**config.mk**
```make
export PLATFORM = sky130hd
export DESIGN_NAME = spx_core
export DESIGN_NICKNAME = d
export VERILOG_FILES = /design/src/include/spx_pkg.sv /design/src/spx_core.sv /design/src/spx_fifo.sv
export SDC_FILE = /design/constraint.sdc
export NUM_CORES = 1
export LEC_CHECK = 0
export ABC_AREA = 1
export BUFFER_PORTS_ARGS = -buffer_cell sky130_fd_sc_hd__buf_4
export CAP_MARGIN = 10
export CORE_UTILIZATION = 55
export CTS_CLUSTER_DIAMETER = 50
export DETAILED_ROUTE_END_ITERATION = 8
export PLACE_DENSITY = 0.71
export SLEW_MARGIN = 20
export SYNTH_ARGS = -nofsm -noshare
export SYNTH_HDL_FRONTEND = slang
export SYNTH_SLANG_ARGS = --single-unit
```
**constraint.sdc**
```tcl
create_clock -name CLK -period 3.9 [get_ports CLK]
set_clock_uncertainty 0.1 [all_clocks]
set_input_delay 0.195 -clock CLK [delete_from_list [all_inputs] [get_ports CLK]]
set_output_delay 0.195 -clock CLK [all_outputs]
set_load 0.02 [all_outputs]
```
**src/include/spx_pkg.sv**
```systemverilog
// Shared constants, state encoding and carrier types of the serial shift engine.
package spx_pkg;

  localparam int          SPX_DW         = 16;
  localparam int          SPX_FIFO_DEPTH = 32;
  localparam int          SPX_HALF_W     = 11;
  localparam int          SPX_CNT_W      = 12;
  localparam int          SPX_ECNT_W     = 5;
  localparam logic [4:0]  SPX_LAST_EDGE8 = 5'h0f;
  localparam logic [4:0]  SPX_LAST_EDGE16 = 5'h1f;
  localparam logic [15:0] SPX_DR_RST     = 16'h0000;
  localparam logic [11:0] SPX_CNT_MAX    = 12'hfff;
  localparam logic [11:0] SPX_PER_RST    = 12'h000;

  typedef enum logic [1:0] {
    SPX_IDLE,
    SPX_SHIFT,
    SPX_TRAIL,
    SPX_GAP
  } spx_st_e;

  typedef struct packed {
    logic       master;
    logic       clock_polarity_select;
    logic       clock_phase_select;
    logic       lsbf;
    logic       w16;
    logic       ss_out;
    logic [2:0] ppr;
    logic [2:0] spr;
  } spx_cfg_s;

  typedef struct packed {
    spx_st_e                st;
    logic [SPX_DW-1:0]      sh;
    logic                   lat;
    logic                   ob;
    logic [SPX_ECNT_W-1:0]  ecnt;
    logic [SPX_HALF_W-1:0]  div;
    logic                   sck;
    logic                   ss_n;
    logic [SPX_DW-1:0]      dr;
    logic                   dr_full;
    logic [SPX_DW-1:0]      rx;
    logic                   flag;
    logic                   rx_stb;
    logic [SPX_CNT_W-1:0]   cnt;
    logic [SPX_CNT_W-1:0]   per;
    logic [2:0]             sy1;
    logic [2:0]             sy2;
    logic                   sck_d;
    logic                   mst_d;
  } spx_state_s;

endpackage : spx_pkg

```
**src/spx_core.sv**
```systemverilog
// Serial peripheral shift engine with baud divider, master and slave roles.
// Function
// Polarity only sets the clock idle level.
// Both ends use identical phase and polarity.
// Width is 8 or 16; 2n edges.
// Phase 0: first edge half period after select.
// Phase 0 slave drives first bit on select.
// Phase 0: latch odd edges, shift even.
// Latched bit enters LSB or MSB end.
// Receive word copied only after last bit.
// After 2n edges words swapped, flag set.
// Slave resends received word unless deselected long.
// Auto select toggles between phase 0 transfers.
// Phase 1: first edge after half period delay.
// Phase 1: latch even, shift odd from third.
// Phase 1 select may stay low throughout.
// Master sends waiting word with no gap.
// Flag set half period after last edge.
// Zero codes divide by 2, then 4, 8.
// Preselection multiplies divisor by code plus one.
// Divider runs only for master during transfer.
// Divisor is (pre+1) times 2^(rate+1).
// Half period wait before first master clock.
// Deselected slave idles, ignores clock, floats output.
`timescale 1ns/1ns
`default_nettype none
module spx_core
  import spx_pkg::*;
(
  // Clock and reset.
  input  wire logic              CLK,
  input  wire logic              ARST_N,
  // Configuration.
  input  wire logic              MASTER_ROLE_SELECT,
  input  wire logic              CLOCK_POLARITY_SELECT,
  input  wire logic              CLOCK_PHASE_SELECT,
  input  wire logic              BIT_ORDER_SELECT,
  input  wire logic              TRANSFER_WIDTH_SELECT,
  input  wire logic              SELECT_OUTPUT_ENABLE,
  input  wire logic              FAULT_DETECT_ENABLE,
  input  wire logic [2:0]        BAUD_PRESELECTION_CODE,
  input  wire logic [2:0]        BAUD_RATE_SELECTION_CODE,
  // Transmit words.
  input  wire logic              TX_VALID,
  output logic                   TX_READY,
  input  wire logic [SPX_DW-1:0] TX_DATA,
  // Receive words and status.
  output logic [SPX_DW-1:0]      RX_DATA,
  output logic                   RX_STROBE,
  output logic                   TRANSFER_COMPLETE_FLAG,
  input  wire logic              FLAG_CLEAR,
  output logic                   BUSY,
  // Serial pins.
  input  wire logic              SCK_IN,
  output logic                   SCK_OUT,
  output logic                   SCK_OE,
  input  wire logic              MOSI_IN,
  output logic                   MOSI_OUT,
  output logic                   MOSI_OE,
  input  wire logic              MISO_IN,
  output logic                   MISO_OUT,
  output logic                   MISO_OE,
  input  wire logic              SS_IN_N,
  output logic                   SS_OUT_N,
  output logic                   SS_OE
);

  spx_state_s            r_ff;
  spx_state_s            nxt_r;
  spx_cfg_s              cfg;
  logic [SPX_HALF_W-1:0] half;
  logic                  tick;
  logic                  last;
  logic                  s_sel;
  logic                  s_edge;
  logic                  f_valid;
  logic [SPX_DW-1:0]     f_data;

  assign cfg = '{master: MASTER_ROLE_SELECT, clock_polarity_select: CLOCK_POLARITY_SELECT, clock_phase_select: CLOCK_PHASE_SELECT,
                 lsbf: BIT_ORDER_SELECT, w16: TRANSFER_WIDTH_SELECT,
                 ss_out: SELECT_OUTPUT_ENABLE && FAULT_DETECT_ENABLE,
                 ppr: BAUD_PRESELECTION_CODE, spr: BAUD_RATE_SELECTION_CODE};

  // Half a serial period in module clocks: (pre + 1) << rate.
  assign half   = SPX_HALF_W'(({8'h00, cfg.ppr} + 11'h001) << cfg.spr);
  assign last   = (r_ff.ecnt == (cfg.w16 ? SPX_LAST_EDGE16 : SPX_LAST_EDGE8));
  assign s_sel  = !r_ff.sy2[2];
  assign s_edge = r_ff.sy2[1] ^ r_ff.sck_d;
  assign tick   = cfg.master && (r_ff.st != SPX_IDLE) && (r_ff.div == half - 11'h001);

  spx_fifo #(
    .W (SPX_DW),
    .D (SPX_FIFO_DEPTH)
  ) u_txq (
    .CLK       (CLK),
    .ARST_N    (ARST_N),
    .IN_VALID  (TX_VALID),
    .IN_READY  (TX_READY),
    .IN_DATA   (TX_DATA),
    .OUT_VALID (f_valid),
    .OUT_READY (!r_ff.dr_full),
    .OUT_DATA  (f_data)
  );

  function automatic logic out_bit(input logic [SPX_DW-1:0] v, input spx_cfg_s c);
    out_bit = c.lsbf ? v[0] : (c.w16 ? v[15] : v[7]);
  endfunction : out_bit

  function automatic logic [SPX_DW-1:0] shift_in(input logic [SPX_DW-1:0] v, input logic b,
                                                 input spx_cfg_s c);
    if (!c.lsbf) begin
      shift_in = {v[14:0], b};
    end else if (c.w16) begin
      shift_in = {b, v[15:1]};
    end else begin
      shift_in = {v[15:8], b, v[7:1]};
    end
  endfunction : shift_in

  // One serial clock edge: odd or even numbered, by phase format.
  function automatic spx_state_s do_edge(input spx_state_s s, input logic din, input spx_cfg_s c);
    logic odd;
    odd = !s.ecnt[0];
    if (!c.clock_phase_select) begin
      if (odd) begin
        s.lat = din;
      end else begin
        s.sh = shift_in(s.sh, s.lat, c);
        s.ob = out_bit(s.sh, c);
      end
    end else begin
      if (odd) begin
        if (s.ecnt != '0) begin
          s.sh = shift_in(s.sh, s.lat, c);
        end
        s.ob = out_bit(s.sh, c);
      end else begin
        s.lat = din;
      end
    end
    return s;
  endfunction : do_edge

  // End of transfer: last shift for phase 1, copy to the receive register, flag.
  function automatic spx_state_s finish(input spx_state_s s, input spx_cfg_s c);
    if (c.clock_phase_select) begin
      s.sh = shift_in(s.sh, s.lat, c);
    end
    s.rx     = c.w16 ? s.sh : {8'h00, s.sh[7:0]};
    s.rx_stb = 1'b1;
    s.flag   = 1'b1;
    s.ob     = out_bit(s.sh, c);
    return s;
  endfunction : finish

  function automatic spx_state_s load(input spx_state_s s, input spx_cfg_s c);
    s.sh      = s.dr;
    s.ob      = out_bit(s.dr, c);
    s.dr_full = 1'b0;
    s.ecnt    = '0;
    s.st      = SPX_SHIFT;
    return s;
  endfunction : load

  always_comb begin
    nxt_r        = r_ff;
    nxt_r.rx_stb = 1'b0;
    nxt_r.sy1    = {SS_IN_N, SCK_IN, cfg.master ? MISO_IN : MOSI_IN};
    nxt_r.sy2    = r_ff.sy1;
    nxt_r.sck_d  = r_ff.sy2[1];
    nxt_r.mst_d  = cfg.master;
    if (FLAG_CLEAR) begin
      nxt_r.flag = 1'b0;
    end
    if (f_valid && !r_ff.dr_full) begin
      nxt_r.dr      = f_data;
      nxt_r.dr_full = 1'b1;
    end
    nxt_r.div = (r_ff.st == SPX_IDLE || tick || !cfg.master) ? '0 : r_ff.div + 11'h001;
    if (cfg.master != r_ff.mst_d) begin
      nxt_r.st   = SPX_IDLE;
      nxt_r.ss_n = 1'b1;
      nxt_r.sck  = 1'b0;
    end else if (cfg.master) begin
      case (r_ff.st)
        SPX_IDLE: begin
          nxt_r.ss_n = 1'b1;
          nxt_r.sck  = 1'b0;
          if (r_ff.dr_full) begin
            nxt_r      = load(nxt_r, cfg);
            nxt_r.ss_n = 1'b0;
          end
        end
        SPX_SHIFT: begin
          if (tick) begin
            nxt_r     = do_edge(nxt_r, r_ff.sy2[0], cfg);
            nxt_r.sck = !r_ff.sck;
            if (last) begin
              nxt_r.st = SPX_TRAIL;
            end else begin
              nxt_r.ecnt = r_ff.ecnt + 5'h01;
            end
          end
        end
        SPX_TRAIL: begin
          if (tick) begin
            nxt_r = finish(nxt_r, cfg);
            if (r_ff.dr_full && (cfg.clock_phase_select || !cfg.ss_out)) begin
              nxt_r = load(nxt_r, cfg);
            end else if (r_ff.dr_full) begin
              nxt_r.st   = SPX_GAP;
              nxt_r.ss_n = 1'b1;
            end else begin
              nxt_r.st   = SPX_IDLE;
              nxt_r.ss_n = 1'b1;
            end
          end
        end
        SPX_GAP: begin
          if (tick) begin
            nxt_r      = load(nxt_r, cfg);
            nxt_r.ss_n = 1'b0;
          end
        end
        default: begin
          nxt_r.st = SPX_IDLE;
        end
      endcase
    end else begin
      nxt_r.ss_n = 1'b1;
      nxt_r.sck  = 1'b0;
      nxt_r.cnt  = (r_ff.cnt == SPX_CNT_MAX) ? r_ff.cnt : r_ff.cnt + 12'h001;
      if (!s_sel) begin
        nxt_r.st = SPX_IDLE;
        if (r_ff.st != SPX_IDLE) begin
          nxt_r.cnt = '0;
        end
      end else begin
        case (r_ff.st)
          SPX_IDLE: begin
            if (r_ff.cnt >= r_ff.per) begin
              nxt_r = load(nxt_r, cfg);
            end else begin
              nxt_r.ob   = out_bit(r_ff.sh, cfg);
              nxt_r.ecnt = '0;
              nxt_r.st   = SPX_SHIFT;
            end
          end
          SPX_SHIFT: begin
            if (s_edge) begin
              nxt_r = do_edge(nxt_r, r_ff.sy2[0], cfg);
              if (r_ff.ecnt != '0) begin
                nxt_r.per = r_ff.cnt;
              end
              nxt_r.cnt = '0;
              if (last) begin
                nxt_r.st = SPX_TRAIL;
              end else begin
                nxt_r.ecnt = r_ff.ecnt + 5'h01;
              end
            end
          end
          SPX_TRAIL: begin
            if (r_ff.cnt >= r_ff.per) begin
              nxt_r      = finish(nxt_r, cfg);
              nxt_r.ecnt = '0;
              nxt_r.st   = SPX_SHIFT;
            end
          end
          default: begin
            nxt_r.st = SPX_IDLE;
          end
        endcase
      end
    end
  end

  always_ff @(posedge CLK or negedge ARST_N) begin
    if (!ARST_N) begin
      r_ff      <= '0;
      r_ff.st   <= SPX_IDLE;
      r_ff.dr   <= SPX_DR_RST;
      r_ff.ss_n <= 1'b1;
      r_ff.per  <= SPX_PER_RST;
      r_ff.sy1  <= 3'h7;
      r_ff.sy2  <= 3'h7;
      r_ff.sck_d <= 1'b1;
    end else begin
      r_ff <= nxt_r;
    end
  end

  assign SCK_OUT                = cfg.clock_polarity_select ^ r_ff.sck;
  assign SCK_OE                 = cfg.master;
  assign MOSI_OUT               = r_ff.ob;
  assign MOSI_OE                = cfg.master;
  assign MISO_OUT               = r_ff.ob;
  assign MISO_OE                = !cfg.master && s_sel;
  assign SS_OUT_N               = r_ff.ss_n;
  assign SS_OE                  = cfg.master && cfg.ss_out;
  assign RX_DATA                = r_ff.rx;
  assign RX_STROBE              = r_ff.rx_stb;
  assign TRANSFER_COMPLETE_FLAG = r_ff.flag;
  assign BUSY                   = (r_ff.st != SPX_IDLE);
endmodule : spx_core
`default_nettype wire

```
**src/spx_fifo.sv**
```systemverilog
// Transmit word FIFO with a registered read port.
`timescale 1ns/1ns
`default_nettype none
module spx_fifo
  import spx_pkg::*;
#(
  parameter int W = SPX_DW,
  parameter int D = SPX_FIFO_DEPTH
) (
  // Clock and reset.
  input  wire logic         CLK,
  input  wire logic         ARST_N,
  // Filling side.
  input  wire logic         IN_VALID,
  output logic              IN_READY,
  input  wire logic [W-1:0] IN_DATA,
  // Draining side.
  output logic              OUT_VALID,
  input  wire logic         OUT_READY,
  output logic [W-1:0]      OUT_DATA
);
  localparam int AW = $clog2(D);

  typedef struct packed {
    logic [AW-1:0] wp;
    logic [AW-1:0] rp;
    logic [AW:0]   cnt;
    logic          ov;
    logic [W-1:0]  od;
  } spx_fifo_s;

  spx_fifo_s    r_ff;
  spx_fifo_s    nxt_r;
  logic [W-1:0] mem [D];
  logic         push;
  logic         pop;

  assign IN_READY  = (r_ff.cnt != (AW+1)'(D));
  assign push      = IN_VALID && IN_READY;
  assign pop       = (r_ff.cnt != '0) && (!r_ff.ov || OUT_READY);
  assign OUT_VALID = r_ff.ov;
  assign OUT_DATA  = r_ff.od;

  always_comb begin
    nxt_r = r_ff;
    if (push) begin
      nxt_r.wp = r_ff.wp + 1'b1;
    end
    if (pop) begin
      nxt_r.rp = r_ff.rp + 1'b1;
      nxt_r.od = mem[r_ff.rp];
      nxt_r.ov = 1'b1;
    end else if (OUT_READY) begin
      nxt_r.ov = 1'b0;
    end
    nxt_r.cnt = r_ff.cnt + (AW+1)'(push) - (AW+1)'(pop);
  end

  always_ff @(posedge CLK or negedge ARST_N) begin
    if (!ARST_N) begin
      r_ff <= '0;
    end else begin
      r_ff <= nxt_r;
    end
  end

  always_ff @(posedge CLK) begin
    if (push) begin
      mem[r_ff.wp] <= IN_DATA;
    end
  end
endmodule : spx_fifo
`default_nettype wire
```
; After elaboration in Yosys (flattened, before gate mapping)
; Memory sizes are Yosys's and may differ from the RTL's. A register that Yosys moved wholly into a read port is not among the register bits.
; Index checks and enable logic that the tools add are counted.
; W data, S select, Z words.
[classes]
n_addsub = 9
div_mod_pow = 0
reduce_logical = 39
shifts = 1
order_cmp = 1
n_mul = 0
bitwise = 6
eq_ne = 36
muxes = 77
[ops]
columns = op, n
row1 = $mux W105, 7
row2 = $pmux W105 S4, 1
row3 = $pmux W103 S3, 1
row4 = $mux W16, 13
row5 = $mux W51, 2
row6 = $mux W71, 1
row7 = $mux W67, 1
row8 = $mux W12, 4
row9 = $mux W18, 2
row10 = $ne A3 B3 Y1 const B, 12
row11 = $mux W35, 1
row12 = $mux W17, 2
row13 = $mux W1, 29
row14 = $mux W11, 2
row15 = $mux W20, 1
row16 = $ne A4 B4 Y1 const B, 4
row17 = $reduce_and A8 Y1, 2
row18 = $add A5 B1 Y5 const B, 3
row19 = $ne A2 B2 Y1 const B, 7
row20 = $add A12 B1 Y12 const B, 1
row21 = $eq A12 B12 Y1 const B, 1
row22 = $ge A12 B12 Y1, 1
row23 = $mux W2, 6
row24 = $reduce_and A12 Y1, 1
row25 = 36 further kinds, 64
[totals]
memories = 1
latch_bits = 0
romBits = 0
output_inout_bits = 28
mem_bits_rw = 512
regBits = 122
elab_cells = 193
input_bits = 37
[mem_list]
columns = name, words, word_bits, read_ports, rd_ports_with_merged_regs, wr, line_no
row1 = u_txq.mem, 32, 16, 1, 1, 1, spx_fifo.sv:34  ; logic [W-1:0] mem [D];

; Longest topological paths before layout
; Gate-level depths: netlist (run 1).
[depth]
depth_word = 13
mapped_depth = 25
depth_no_buf = 24

; By module
; From an unflattened synthesis (run 1), not the netlist that was laid out.
[hier_totals]
hier_cells = 3348
hier_area_um2 = 31412.6
[by_module_without_submodules]
columns = module, instances, cells_per_inst, area_each_um2, seq_area_each_um2
row1 = spx_fifo, 1, 2155, 23184.7, 16200.5
row2 = spx_core, 1, 1193, 8227.9, 2637.5

; Worst setup path before layout (run 1)
; Ideal clock, no wire load.
[synth_timing]
path_kind = input port to flip-flop
from = input port BAUD_PRESELECTION_CODE[0]
to = register r_ff[94] in the netlist's numbering
slack_ps = 1123
arrival_ps = 2555
path_buffers = 1
setup_ps = 122
required_time_ps = 3678
stages = 22
path_cell_list = ha_1 o21ai_2 nor2_2 nand2_2 ha_1 xor2_1 nand2_1 nor2_1 nand2_1 nor2_1 nand3_1 nor2_1 nand2_1 nor2_2 nand3_2 nand3_2 nand2_2 nor2_4 nand3_2 buf_6 nor2_1 a21oi_1
[synth_via]
elab_chain_cells = 7
word_cells_on_any_way = 9
cone_classes = add/sub (2) / eq/ne (4) / shift (1) / reduce/logical (2)
[synth_rtl]
columns = element, line_no
row1 = from (decl), spx_core.sv:41  ; input wire logic [2:0] BAUD_PRESELECTION_CODE,
row2 = $add A3 B1 Y4 *, spx_core.sv:85  ; assign half = SPX_HALF_W'(({8'h00, cfg.ppr} + 11'h001) << cfg.spr);
row3 = $shl A4 B3 Y11 *, spx_core.sv:85
row4 = $sub A11 B1 Y11 *, spx_core.sv:89  ; assign tick = cfg.master && (r_ff.st != SPX_IDLE) && (r_ff.div == half - 11'h001);
row5 = $eq A11 B11 Y1 *, spx_core.sv:89
row6 = $logic_and A1 B1 Y1 *, spx_core.sv:89
row7 = $ne A3 B3 Y1 (no source line), -
row8 = $reduce_and A12 Y1 (no source line) *, -
row9 = to (signal assigned), spx_core.sv:289  ; r_ff <= nxt_r;
row10 = to (decl), spx_core.sv:68  ; spx_state_s r_ff;
; Mark *: on every way between the ends. The rest lies on a longest branch, timed or not.
; A chain may end at the register's enable or synchronous reset.

; Worst setup path in the final report (run 1)
[layout_timing]
from = register r_ff[27] in the netlist's numbering
to = register r_ff[103] in the netlist's numbering
[layout_via]
elab_chain_cells = 3
[layout_rtl]
columns = element, line_no
row1 = $ge A12 B12 Y1, spx_core.sv:264  ; if (r_ff.cnt >= r_ff.per) begin
row2 = $ne A5 B5 Y1 (no source line), -
row3 = $reduce_and A6 Y1 (no source line), -
; No other way between the ends.

==> metrics.md, run 1 <==
| Metric | Value |
|---|---|
| Average footprint of a synthesized cell | `10.6 um2` |
| Die Wd | `233 um` |
| Yosys top cell by area | `edfxtp_1` |
| Proportion of power drawn by the clock network | `29.1%` |
| Largest voltage drop on the vdd net | `0.886 mV` |
| Global Route Usage Sum | `28.1%` |
| Drt wl/cell | `21.2 um` |
| Distinct cell type count after synthesis | `53` |
| Final nets | `2908` |
| Hold crit path type | `in -> reg` |
| Most frequent cell after synthesis | `edfxtp_1` |
| Endpoint kind of the worst setup timing path | `flop` |
| Number of global-route vias before repair | `20500` |
| Core Footprint | `0.0527 mm2` |
| Worst-skew pair later-pin latency | `630 ps` |
| Fraction of the yosys area taken by sequential cells | `64.2%` |
| Reg2reg path depth | `13` |
| Post-synth top flop | `edfxtp_1` |
| Count of standard-cell rows | `84` |
| Wirelength, routed | `75700 um` |
| Fraction of post-synthesis cell area in the top cell type by area | `52.4%` |
| Post-CTS Setup Inserts | `0` |
| Number of gates resized after CTS | `0` |
| CTS tree | `yes` |
| Share of power burned in registers | `38.0%` |
| WHS Path Cells | `6` |
| Final cell count without fillers | `3578` |
| Remaining max-slew budget at the tightest pin | `14.1%` |
| CTS H-tree depth | `3` |
| Maximum buffer depth of the clock tree | `3` |
| Worst setup SP type | `flop` |
| Number of CTS-inserted buffers | `73` |
| Combinational power share | `32.9%` |
| Number of pins with negative max-slew slack in the final report | `0` |
| Max-cap check violation count | `0` |
| Final Critical Period | `3310 ps` |
| First-pass iteration count of the detailed router | `6` |
| Classification of the worst setup path | `reg -> reg` |
| Required time at the endpoint of the critical path | `4280 ps` |
| Post-Synthesis Cell Area | `0.0293 mm2` |
| Number of input and output port buffers inserted | `64` |
| Area enclosed by the die boundary | `0.0543 mm2` |
| Endpoint with the worst hold slack | `r_ff[86]` |
| Library cell used as clock root buffer | `clkbuf_16` |
| Most frequent cells after synthesis | `512 x edfxtp_1, 403 x nor2_1, 389 x o21ai_0` |
| CTS clock-pin slew for the worst setup and hold paths | `60 ps` |
| Net switching power | `8570 uW` |
| Setup TNS | `0 ps` |
| Post-detailed-route count of antenna-violating nets | `0` |
| Remaining DRCs | `0` |
| Reg-to-Reg End | `r_ff[103]` |
| Global-route wire length before repair | `116000 um` |
| Starting DRC count in detailed routing | `2465` |
| Pin count of the biggest net entering global routing | `259` |
| Switching Fraction | `37.2%` |
| Final-report hold violation count | `0` |
| Effective utilization at floorplan | `55.7%` |
| Global route total overflow | `0` |
| Post-DP HPWL | `44400 um` |
| Number of clock sinks | `650` |
| Fmax achieved | `302 MHz` |
| Ratio of cells with drive above 1 in the final layout | `10.8%` |
| Worst setup slack for register-to-register paths | `590 ps` |
| Initial antenna violation count | `1` |
| Int Power | `14400 uW` |
| Count of placed standard cells including taps | `3419` |
| Outcome | `complete, no violations` |
| Leakage Power | `0.0122 uW` |
| Post-synthesis instance total | `2775` |
| Hold path startpoint | `CLOCK_PHASE_SELECT` |
| Setup repair after global routing missed its margin | `no` |
| Power density over cell area | `695 mW/mm2` |
| Post-synth ARST share | `21.2%` |
| Post-synth EDFFs | `512` |
| Synthesized netlist net count | `2850` |
| Startpoint of the worst register-to-register path | `r_ff[27]` |
| DR vias/cell | `6.03` |
| Via count | `21600` |
| Slew at the pin closest to its max-slew limit | `1290 ps` |
| Top-level I/O count | `65` |
| #FFs+latches synth | `650` |
| Final RePlAce weighted congestion | `0.933` |
| Area delta synth->final | `12.8%` |
| Synth warnings | `0` |
| Arrival time of data at the critical path endpoint | `3690 ps` |
| Peak fanout along the critical path | `10` |
| Floorplan die height | `233 um` |
| Biggest area contributors in the synthesized netlist | `edfxtp_1 52%, dfrtp_1 11%, o21ai_0 6.6%` |
| Number of hold buffers added after cts | `25` |
| Setup Viol. Count Final | `0` |
| Post-route clock period utilization | `85.0%` |
==> cells by family after synthesis <==
family	Yosys count	share of synthesized area, %
mux	2	0.0683
fa+ha+maj	38	1.65
buf+inv	347	4.82
xor+xnor	25	0.746
flops	650	64.2
compound gates	681	13.4
simple gates	1032	15.1
==> power by group through the flow <==
stage	clock [uW]	sequential [uW]	combinational, uW
floorplan	0	8680	5070
global placement	0	8820	7250
detailed placement	0	8850	7440
CTS	6770	8720	7510
global route	7030	8790	8330
finish	6700	8730	7570
==> through the flow <==
step                      worst slack [ps]  instance area (um2)  hold slack (ps)  util, %  total power (uW)
final                                  585                33100              131     62.9             23000
after global routing                   301                33100              131     62.9             24100
after CTS                              620                33100             92.8     62.8             23000
after detailed placement               446                30500              205     57.9             16300
after global placement                 521                30500              204     57.9             16100
after floorplan                       1120                29300             -201        -             13800
==> state kept, by name, summed over array words and instances (netlist names) <==
| name | flops |
|---|---|
| u_txq.r_ff | 16 |
| u_txq.mem | 512 |
| RX_STROBE | 1 |
| u_txq.OUT_VALID | 1 |
| SS_OUT_N | 1 |
| r_ff | 85 |
| u_txq.OUT_DATA | 16 |
| MISO_OUT | 1 |
| TRANSFER_COMPLETE_FLAG | 1 |
| RX_DATA | 16 |
==> critical path, stage by stage, from the launching register on <==
cell and delay [ps]:
dfrtp_1 430, ha_1 320, a21oi_1 150, o21ai_0 90
a21oi_1 120, nand3_1 380, nand2_1 430, clkinv_1 460
a21oi_1 320, nand2_1 90, nand3_1 70, a41oi_1 50
nand2_1 80, o21ai_0 80
==> final cells by class <==
type / instances / area [um2]
Clock inverter: 38 / 365
Tap cell: 688 / 861
Multi-Input combinational cell: 1778 / 9090
Fill cell: 4102 / 19600
Antenna cell: 1 / 2.50
Inverter: 176 / 667
Timing Repair Buffer: 154 / 1290
Sequential cell: 650 / 18800
Clock buffer: 93 / 1970
==> cells in the final DEF, fill, tap and decap left out, types with 50 or more instances in the layout <==
master,n
nor2_1,402
o22ai_1,88
dfrtp_1,127
nand2_1,387
buf_4,122
inv_1,155
edfxtp_1,512
a21oi_1,60
nand3_1,118
clkbuf_16,75
o21ai_0,389
o221ai_1,50
==> worst max-delay path by stage <==
stage                         startpoint     endpoint
2_1_floorplan  BAUD_PRESELECTION_CODE[0]     r_ff[94]
3_3_place_gp   BAUD_PRESELECTION_CODE[0]  RX_DATA[15]
3_5_place_dp   BAUD_PRESELECTION_CODE[0]  RX_DATA[15]
4_1_cts                        r_ff[103]     r_ff[29]
5_1_grt                        r_ff[103]     r_ff[29]
6_report                        r_ff[27]    r_ff[103]
==> layer usage <==
metal / routed length (um) / vias to the layer above / GRT usage (%)
li1: - / 9978 / -
met2: 36200 / 976 / 45.9
met1: 31300 / 10500 / 37.9
met4: 2560 / 0 / 10.6
met3: 5630 / 146 / 4.53
met5: 0 / - / 0
No activity file was read; power rests on OpenSTA's default activity.
==> inputs of run 2 (changes only) <==
==> constraint.sdc (replaced) <==
create_clock -name CLK -period 3.4 [get_ports CLK]
set_clock_uncertainty 0.1 [all_clocks]
set_input_delay 0.17 -clock CLK [delete_from_list [all_inputs] [get_ports CLK]]
set_output_delay 0.17 -clock CLK [all_outputs]
set_load 0.02 [all_outputs]
==> run 2 against run 1 <==
Effect of this change:
- count of clock-buffer cells in the layout fell by 7
- first-iteration DRC count fell by 5.8%
- non-clock buffer count rose by 18
- die area stayed put
- sequential power grew 15%
- fmax is 5.8% higher
==> metrics.md, run 2 (same netlist as run 1, synthesis figures left out) <==
| Metric | Value |
|---|---|
| Outcome | `complete, no violations` |
| Ratio of cells with drive above 1 in the final layout | `11.7% (+0.85 points)` |
| CP peak stage delay | `440 ps (-20 ps)` |
| Initial antenna violation count | `0 (-1)` |
| Leakage Power | `0.0123 uW (+1.2%)` |
| Area enclosed by the die boundary | `0.0543 mm2 (unchanged)` |
| Biggest register | `u_txq.mem` |
| Worst-skew pair later-pin latency | `630 ps (about the same)` |
| Number of clock sinks | `650 (unchanged)` |
| Library cell used as clock root buffer | `clkbuf_16` |
| Power density over cell area | `804 mW/mm2 (+16%)` |
| Floorplan die height | `233 um (unchanged)` |
| Worst setup SP type | `flop` |
| Hold crit path type | `in -> reg` |
| Final standard cell area without fillers | `0.0334 mm2 (+0.84%)` |
| CTS H-tree depth | `3 (unchanged)` |
| Peak fanout along the critical path | `20 (+10)` |
| Post-CTS Setup Inserts | `0 (unchanged)` |
| Critical path cell sequence | `ha_1, a21oi_1, o21ai_0, a21oi_1, nand3_1, nand2_1, buf_4, a21oi_1, o21a_1, inv_1, o21ai_0` |
| Final Critical Period | `3130 ps (-182 ps)` |
| Global-route wire length before repair | `118000 um (+1.9%)` |
| CTS clock-pin slew for the worst setup and hold paths | `60 ps (about the same)` |
| Global route total overflow | `0 (unchanged)` |
| Cell repeated most along the worst path | `a21oi_1` |
| Number of fill cells | `4033 (-1.7%)` |
| Worst hold margin | `93.5 ps (-37.3 ps)` |
| Slew at the pin closest to its max-slew limit | `893 ps (-396 ps)` |
| Post-route clock period utilization | `92.1% (+7.1 points)` |
| Effective utilization at floorplan | `55.7% (unchanged)` |
| Post-detailed-route count of antenna-violating nets | `0 (unchanged)` |
| Remaining DRCs | `0 (unchanged)` |
| Drt wl/cell | `21.4 um (+1.0%)` |
| Number of global-route vias before repair | `20900 (+1.6%)` |
| Starting DRC count in detailed routing | `2322 (-5.8%)` |
| Number of pins with negative max-slew slack in the final report | `0 (unchanged)` |
| Setup Viol. Count Final | `0 (unchanged)` |
| Final-report hold violation count | `0 (unchanged)` |
| Final RePlAce weighted congestion | `0.885 (-5.2%)` |
| Setup TNS | `0 ps (unchanged)` |
| Critical path buffer and inverter count | `2 (+1)` |
| Fmax achieved | `319 MHz (+5.8%)` |
| Arrival time of data at the critical path endpoint | `3470 ps (-220 ps)` |
| Core Footprint | `0.0527 mm2 (unchanged)` |
| Pin count of the biggest net entering global routing | `131 (-49%)` |
| Total routed wire length on the met1 layer | `32000 um (+2.1%)` |
| Required time at the endpoint of the critical path | `3740 ps (-540 ps)` |
| Remaining max-slew budget at the tightest pin | `40.5% (+26 points)` |
| Max reg flops | `512 (unchanged)` |
| CTS tree | `yes` |
| Number of CTS-inserted buffers | `73 (unchanged)` |
| Slowest library cell on the worst path | `dfrtp_1` |
| Post-DP HPWL | `45800 um (+3.0%)` |
| Area delta synth->final | `13.8%` |
| First-pass iteration count of the detailed router | `5 (-1)` |
| Classification of the worst setup path | `reg -> reg` |
| Count of antenna diodes in the layout | `0 (-1)` |
| Max-cap check violation count | `0 (unchanged)` |
| Endpoint kind of the worst setup timing path | `flop` |
| Top-level I/O count | `65 (unchanged)` |
| Met2 wire len | `36100 um (-0.18%)` |
| Global Route Usage Sum | `28.7% (+0.54 points)` |
| Die Wd | `233 um (unchanged)` |
| Largest registers in the final layout | `u_txq.mem (512), r_ff (85)` |
| Instance area at placement | `0.0307 mm2 (+0.70%)` |
| Count of standard-cell rows | `84 (unchanged)` |
| Final nets | `2926 (+0.62%)` |
| Setup repair after global routing missed its margin | `yes` |
| Via count | `21700 (+0.54%)` |
| Maximum buffer depth of the clock tree | `3 (unchanged)` |
| Dominant delay contributor by cell family on the critical path | `compound AO/OA/AOI/OAI gates` |
| Wirelength, routed | `76900 um (+1.6%)` |
| Most common library cell in the layout ignoring fill and taps | `edfxtp_1` |
| Leading cell types in the layout, fill and taps excluded | `512 x edfxtp_1, 402 x nor2_1, 389 x o21ai_0` |
| Routed met3 length | `5670 um (+0.71%)` |
| DR vias/cell | `6.03 (about the same)` |
| Number of input and output port buffers inserted | `64 (unchanged)` |
| Largest voltage drop on the vdd net | `0.573 mV (-35%)` |
| DR top layer | `met4` |
==> run 2: cell count changes in the layout (fill, tap and decap cells not counted), sizes merged, moves of 2 or more <==
cell      before  now
clkbuf        93   86
bufinv         5    8
buf          128  147
clkinvlp       4    6
clkinv        29   34
==> run 2: metrics by stage <==
| stage | setup WS (ps) | power (uW) | utilization [%] | instances |
|---|---|---|---|---|
| 2_1_floorplan | 648 | 15800 | - | 2775 |
| 3_3_place_gp | 76.8 | 18600 | 58.3 | 3439 |
| 3_5_place_dp | 48.4 | 18900 | 58.3 | 3439 |
| 4_1_cts | 303 | 26900 | 63.4 | 3598 |
| 5_1_grt | -3.39 | 28200 | 63.4 | 3598 |
| 6_report | 268 | 26900 | 63.4 | 3598 |
==> run 2: report_power, final <==
part / switching [uW] / total, uW / internal (uW)
registers: 534 / 10000 / 9490
logic: 6210 / 8870 / 2660
clock network: 3290 / 7960 / 4670
total: 10000 / 26900 / 16800
==> run 2: final cells by class <==
type	count	area, um2	area share [%]
sequential	650	18800	56.5
tap	688	861	2.58
inverter	176	667	2.00
timing repair buffer	172	1470	4.40
multi-input combinational	1778	9090	27.2
clock inverter	48	548	1.64
clock buffer	86	1900	5.68
==> run 2: per-layer routing <==
layer / GRT usage, % / vias up
met4: 12.8 / 0
met2: 45.2 / 931
met5: 0 / -
met3: 5.10 / 156
li1: - / 10000
met1: 39.0 / 10600
==> run 2: worst min-delay path: stages <==
cell	delay, ps
buf_4	170
nand3_1	90
nand2_1	60
o221ai_1	70
a21oi_1	50
nand2_1	60
nand2_1	50
nand2_1	50
==> run 2: final timing paths <==
check	cells past startpoint	slack [ps]	from	to
min	8	90	CLOCK_PHASE_SELECT	MISO_OUT
min reg2reg	0	250	r_ff[7]	r_ff[4]
max in group asynchronous	3	2180	ARST_N	r_ff[4]
max	11	270	r_ff[27]	RX_DATA[9]
max reg2reg	11	270	r_ff[27]	RX_DATA[9]
min in group asynchronous	2	100	ARST_N	r_ff[0]
==> run 2: repair_timing <==
action                                  in CTS  in global routing
endpoints found under the setup margin       0                  1
gates resized for setup                      0                  0
hold buffers                                25                  0
hold endpoints to repair                   602                  0
